## config.mk

```make
export PLATFORM = sky130hd
export DESIGN_NAME = hpm_mixer_regs
export DESIGN_NICKNAME = d
export VERILOG_FILES = /design/src/hpm_pkg.sv /design/src/hpm_mixer_regs.sv
export SDC_FILE = /design/constraint.sdc
export NUM_CORES = 1
export LEC_CHECK = 0
export ABC_AREA = 1
export BUFFER_PORTS_ARGS = -buffer_cell sky130_fd_sc_hd__buf_2
export CAP_MARGIN = 40
export CORE_MARGIN = 2
export CORE_UTILIZATION = 35
export CTS_BUF_LIST = sky130_fd_sc_hd__clkbuf_16
export CTS_CLUSTER_DIAMETER = 200
export DETAILED_ROUTE_END_ITERATION = 16
export PLACE_DENSITY = 0.63
export SLEW_MARGIN = 15
export SYNTH_ARGS = -nofsm -noshare
export SYNTH_HDL_FRONTEND = slang
export SYNTH_SLANG_ARGS = --single-unit
export TNS_END_PERCENT = 100
```

## constraint.sdc

```tcl
create_clock -name hclk -period 1.68 [get_ports hclk]
set_input_delay 0.336 -clock hclk [delete_from_list [all_inputs] [get_ports hclk]]
set_output_delay 0.336 -clock hclk [all_outputs]
set_load 0.01 [all_outputs]
```

## src/hpm_pkg.sv

```systemverilog
// Package for the headphone mixer routing register block.
// Assumes a 32-bit AHB-Lite slave with word-aligned registers.
package hpm_pkg;

	// Printed offsets are register indices; byte address is four times each.
	localparam logic [7:0] HPM_IDX_LSRC = 8'h64;
	localparam logic [7:0] HPM_IDX_RSRC = 8'h65;
	localparam logic [7:0] HPM_IDX_LGAIN = 8'h66;
	localparam logic [7:0] HPM_IDX_RGAIN = 8'h67;
	localparam int HPM_ADDR_W = 10;
	localparam logic [9:0] HPM_ADDR_LSRC = {HPM_IDX_LSRC, 2'b00};
	localparam logic [9:0] HPM_ADDR_RSRC = {HPM_IDX_RSRC, 2'b00};
	localparam logic [9:0] HPM_ADDR_LGAIN = {HPM_IDX_LGAIN, 2'b00};
	localparam logic [9:0] HPM_ADDR_RGAIN = {HPM_IDX_RGAIN, 2'b00};

	// Field positions.
	localparam int HPM_SEL_BIT = 7;
	localparam int HPM_MUTE_BIT = 8;
	localparam int HPM_LIN_ATT_BIT = 7;
	localparam int HPM_RIN_ATT_BIT = 6;
	localparam int HPM_LLINE_LSB = 3;
	localparam int HPM_RLINE_LSB = 0;

	// Writable bit masks and reset values, nine bits each.
	localparam logic [8:0] HPM_SRC_MASK = 9'h0BF;
	localparam logic [8:0] HPM_GAIN_MASK = 9'h1FF;
	localparam logic [8:0] HPM_SRC_RST = 9'h000;
	localparam logic [8:0] HPM_GAIN_RST = 9'h13F;

	localparam logic [1:0] HPM_HTRANS_NONSEQ = 2'h2;
	localparam logic [2:0] HPM_HSIZE_WORD = 3'h2;

	typedef struct packed {
		logic ldac;
		logic rdac;
		logic linmix;
		logic rinmix;
		logic lline;
		logic rline;
	} hpm_src_s;

	typedef struct packed {
		logic silence;
		logic linmix_atten;
		logic rinmix_atten;
		logic [2:0] lline_gain;
		logic [2:0] rline_gain;
	} hpm_gain_s;

	typedef struct packed {
		logic [8:0] lsrc;
		logic [8:0] rsrc;
		logic [8:0] lgain;
		logic [8:0] rgain;
		logic wr_pend;
		logic [HPM_ADDR_W-1:0] addr;
		logic [31:0] rdata;
	} hpm_state_s;

endpackage

```

## src/hpm_mixer_regs.sv

```systemverilog
// Headphone mixer routing and gain registers on an AHB-Lite slave.
// Assumes one clock, hclk, and an asynchronous active-low reset.
//
// Notes on behaviour
// - Left source bits five to zero enable sources.
// - Right source bits five to zero likewise.
// - Any combination of sources may be enabled.
// - Left gain bit eight mutes, resets muted.
// - Right gain bit eight mutes, resets muted.
// - Left source bit seven selects mixer or DAC.
// - Right source bit seven selects mixer or DAC.
// - DAC paths have enable only, no gain.
// - Left gain bits seven, six: minus 6 dB.
// - Right gain bits seven, six: minus 6 dB.
// - Left line-in gain codes, reset 111.
// - Right line-in gain codes, reset 111.
//
// Decided for this implementation: the AHB-Lite slave port.
`timescale 1ns/1ns

module hpm_mixer_regs
	import hpm_pkg::*;
(
	// Clock and reset.
	input wire logic hclk,
	input wire logic hresetn,
	// AHB-Lite slave.
	input wire logic hsel,
	input wire logic [31:0] haddr,
	input wire logic [1:0] htrans,
	input wire logic hwrite,
	input wire logic [2:0] hsize,
	input wire logic [31:0] hwdata,
	input wire logic hready,
	output logic hreadyout,
	output logic hresp,
	output logic [31:0] hrdata,
	// Routing controls.
	output hpm_src_s left_phones_mixer_src,
	output hpm_src_s right_phones_mixer_src,
	output logic left_volume_stage_source_sel,
	output logic right_volume_stage_source_sel,
	// Gain controls.
	output hpm_gain_s left_phones_mixer_gain,
	output hpm_gain_s right_phones_mixer_gain
);

	hpm_state_s st_r;
	hpm_state_s st_nxt;
	logic take;

	// Returns the masked register value shown at an address, zero if unmapped.
	function automatic logic [31:0] read_word(input hpm_state_s s,
		input logic [HPM_ADDR_W-1:0] a);
		logic [31:0] v;
		v = 32'h0000_0000;
		case (a)
			HPM_ADDR_LSRC: v = {23'h0, s.lsrc & HPM_SRC_MASK};
			HPM_ADDR_RSRC: v = {23'h0, s.rsrc & HPM_SRC_MASK};
			HPM_ADDR_LGAIN: v = {23'h0, s.lgain};
			HPM_ADDR_RGAIN: v = {23'h0, s.rgain};
			default: v = 32'h0000_0000;
		endcase
		return v;
	endfunction

	assign take = hsel && hready && (htrans == HPM_HTRANS_NONSEQ);

	always_comb
	begin
		st_nxt = st_r;
		st_nxt.wr_pend = 1'b0;
		if (st_r.wr_pend)
		begin
			// Each source bit stores on its own, with no exclusivity.
			case (st_r.addr)
				HPM_ADDR_LSRC: st_nxt.lsrc = hwdata[8:0] & HPM_SRC_MASK;
				HPM_ADDR_RSRC: st_nxt.rsrc = hwdata[8:0] & HPM_SRC_MASK;
				HPM_ADDR_LGAIN: st_nxt.lgain = hwdata[8:0] & HPM_GAIN_MASK;
				HPM_ADDR_RGAIN: st_nxt.rgain = hwdata[8:0] & HPM_GAIN_MASK;
				default: st_nxt.lsrc = st_r.lsrc;
			endcase
		end
		if (take)
		begin
			st_nxt.addr = haddr[HPM_ADDR_W-1:0];
			st_nxt.wr_pend = hwrite;
			if (!hwrite)
			begin
				st_nxt.rdata = read_word(st_nxt, haddr[HPM_ADDR_W-1:0]);
			end
		end
	end

	always_ff @(posedge hclk or negedge hresetn)
	begin
		if (!hresetn)
		begin
			st_r.lsrc <= HPM_SRC_RST;
			st_r.rsrc <= HPM_SRC_RST;
			st_r.lgain <= HPM_GAIN_RST;
			st_r.rgain <= HPM_GAIN_RST;
			st_r.wr_pend <= 1'b0;
			st_r.addr <= '0;
			st_r.rdata <= 32'h0000_0000;
		end
		else
		begin
			st_r <= st_nxt;
		end
	end

	assign hreadyout = 1'b1;
	assign hresp = 1'b0;
	assign hrdata = st_r.rdata;

	// DAC paths carry only their enable bits.
	assign left_phones_mixer_src = hpm_src_s'(st_r.lsrc[5:0]);
	assign right_phones_mixer_src = hpm_src_s'(st_r.rsrc[5:0]);
	assign left_volume_stage_source_sel = st_r.lsrc[HPM_SEL_BIT];
	assign right_volume_stage_source_sel = st_r.rsrc[HPM_SEL_BIT];
	assign left_phones_mixer_gain = hpm_gain_s'(st_r.lgain);
	assign right_phones_mixer_gain = hpm_gain_s'(st_r.rgain);

endmodule // hpm_mixer_regs

```

==> results by group <==
Drt
  – Post-detailed-route wirelength per cell: 12.7 um
  – Total number of vias: 2566
  – Vias per std cell: 4.53
  – 1st-pass router iterations: 4
  – Final routed wirelength across all metal layers: between 7 and 8 mm
  – Remaining antenna violation count after routing: 0
  – Detailed Route Iter0 Violations: 125
  – Drt drc: 0

Critical path
  – Crit. End Element: register
  – Max stage delay on crit path: 0.38 ns
  – Ordered cell list for the critical path: nand2_1, inv_2, nand2_1, nor2_4, buf_12, buf_12, nand2_4, nand2_1, nand3_1, nand2_1, o21ai_1, nand2_1
  – Most frequent cell on the critical path: nand2_1
  – Crit Path Category: register to register
  – CP startpoint kind: register
  – Critical path data required time: between 1.5 and 2 ns
  – Arrival time at the worst endpoint: 1.76 ns
  – Critical-path maximum fanout: 7
  – Slowest stage cell, crit path: dfrtp_1

Clock tree
  – CTS H-tree depth: 2
  – Clock-pin slew reported for the worst setup and hold paths after clock tree synthesis: around 0.07 ns
  – Cell chosen for the clock root: clkbuf_16
  – Clock net sink count: 52
  – TritonCTS clock tree: yes
  – Clock Latency Late Sink: 0.29 ns
  – Hold-fix buffers at CTS: 0
  – Number of clock buffers inserted by TritonCTS: 5
  – Max Buffers Root-to-Sink: 2

Place
  – Pre-CTS worst setup slack: 0.0421 ns
  – HPWL after detailed placement: 5.15 mm
  – GP Congestion: 0.827
  – Port bufs: 66
  – Standard cell area after detailed placement: 3310 um^2

Logic synthesis
  – Register bit total from synthesis: 52
  – Warnings from Yosys: 0
  – Share of synthesized area occupied by flip-flops and latches: 41.8%
  – Post-synth design cell area: approximately 3200 um^2
  – Cell count after synthesis: about 410
  – Synthesized area divided by synthesized cell count: 7.62 um^2
  – Number of unique standard cell types used by synthesis: 22

Global route
  – Antenna violations before repair: 0
  – GRT Util Overall: 14.4%
  – Largest net degree at the start of global routing: 53
  – Total overflow reported by the global router: 0
  – Wire length of the first global-routing pass: 11.1 mm
  – Via count of the first global-routing pass: 2377

STA
  – Total negative slack for setup checks: 0 ns
  – Hold violation total from the final report: 0
  – Maximum clock rate: ~630 MHz
  – Fin crit period: around 1.6 ns
  – Unrepaired setup endpoints after global routing: false
  – Final worst slack: 0.0909 ns
  – Slew Viols, Final: 0
  – Setup violations, final: 0
  – Max Clock Skew: 0.00823 ns
  – Share of the clock period used by the worst path after layout: ~95%

Floorplanning
  – Initial Util: a little over a third
  – Floorplan die area: approximately 9800 um^2
  – Core region area: 8720 um^2
  – Cell row count: 34
  – Width of the die: 98.9 um
  – Vertical die dimension: a little under 100 um
  – IO Pins: 140

Layout
  – Area growth syn-to-layout: 13.3%
  – Number of fill cells: 873
  – Fraction of final layout cells with drive strength greater than 1: 26.0%
  – Most frequent cells in the layout: 95 x nand2_1, 66 x buf_2, 57 x inv_1, 57 x nand3_1, 38 x dfrtp_1
  – Final core utilization: 40.9%
  – Final cell area excluding filler cells: 3570 um^2
  – Most common cell after layout, fill and taps aside: nand2_1
  – Total Nets Final: 531
  – Diodes inserted: 0

Pwr
  – Power per standard cell area: 723 nW/um^2
  – Max VDD drop: around 0.00040 V
  – Leakage power: 2.06 nW

Job
  – Number of max-cap violations: 0

Min path
  – Worst hold path type: primary input to async pin

Status
  – Result of the run: finished, final reports clean
==> metrics by stage <==
stage	power, mW	instances	hold slack [ns]
after global routing	2.69	566	0.0555
after global placement	1.58	554	0.350
after CTS	2.60	562	0.0433
after floorplan	1.54	437	0.0404
final	2.58	566	0.0296
after detailed placement	1.59	554	0.356
==> where the power goes <==
part	switching, mW	internal, mW
Combinational	0.162	0.0776
Sequential	0.0344	1.31
Clock	0.455	0.545
==> critical path: cells and delay by family (launching register included) <==
family,cells,cell delay [ns]
AOI/OAI and AO/OA,1,0.13
buffers and inverters,3,0.30
DFF,1,0.38
and+or+nand+nor,8,0.66
==> state kept, by name, indices dropped and copies added (netlist names) <==
register and cells:
left_phones_mixer_gain 9, left_volume_stage_source_sel 1, hrdata 9, right_volume_stage_source_sel 1, left_phones_mixer_src 6, right_phones_mixer_src 6
st_r 11, right_phones_mixer_gain 9
==> cell usage after synthesis (all sizes together) <==
master	instances	area share, %
nor2	21	3.2
buf	69	17
nand3	58	9.4
clkbuf	2	0.24
nand4	1	0.20
conb	2	0.24
inv	59	7.0
dfstp	14	12
and3	1	0.20
o21ai	19	3.0
and2	28	5.6
dfrtp	38	30
o21a	2	0.48
o211ai	2	0.48
nand2	98	12
==> kinds of logic after synthesis <==
kind of cell / share of synthesized area (%)
AO/OA/AOI/OAI: 3.97
buffers and inverters: 23.8
other: 0.238
flip-flops: 41.8
AND/OR/NAND/NOR: 30.2
==> per-layer routing <==
layer | up-vias | routed length, um | global-route usage, %
met3 | 17 | 557 | 3.33
met1 | 1170 | 3150 | 19.5
met4 | 0 | 183 | 5.69
met2 | 106 | 3300 | 22.3
met5 | - | 0 | 0
li1 | 1273 | - | -
==> repair_timing <==
item                       4_1_cts  5_1_grt
hold endpoints to repair         0        0
buffers inserted                 0        1
gates resized for setup          0       10
setup endpoints to repair        0       10
==> final cells by class <==
cell class,count,area [um^2],share of cell area (%)
multi-input combinational,255,1210,34.0
tap,108,135,3.78
timing repair buffer,84,542,15.2
sequential,52,1320,36.9
clock inverter,3,16.3,0.456
inverter,59,221,6.20
clock buffer,5,125,3.50
==> final timing paths <==
kind | slack (ns) | from | depth (start not counted) | endpoint
worst min-delay path | 0.03 | hresetn | 2 | left_phones_mixer_gain[6]
min in group hclk | 0.26 | haddr[4] | 3 | st_r[36]
worst max-delay path | 0.09 | st_r[39] | 12 | hrdata[0]
worst min register to register | 0.47 | hrdata[1] | 2 | hrdata[1]
max in group asynchronous | 1.36 | hresetn | 2 | right_phones_mixer_gain[1]
worst max register to register | 0.09 | st_r[39] | 12 | hrdata[0]
Note: power is estimated with default switching activity, not from simulation.
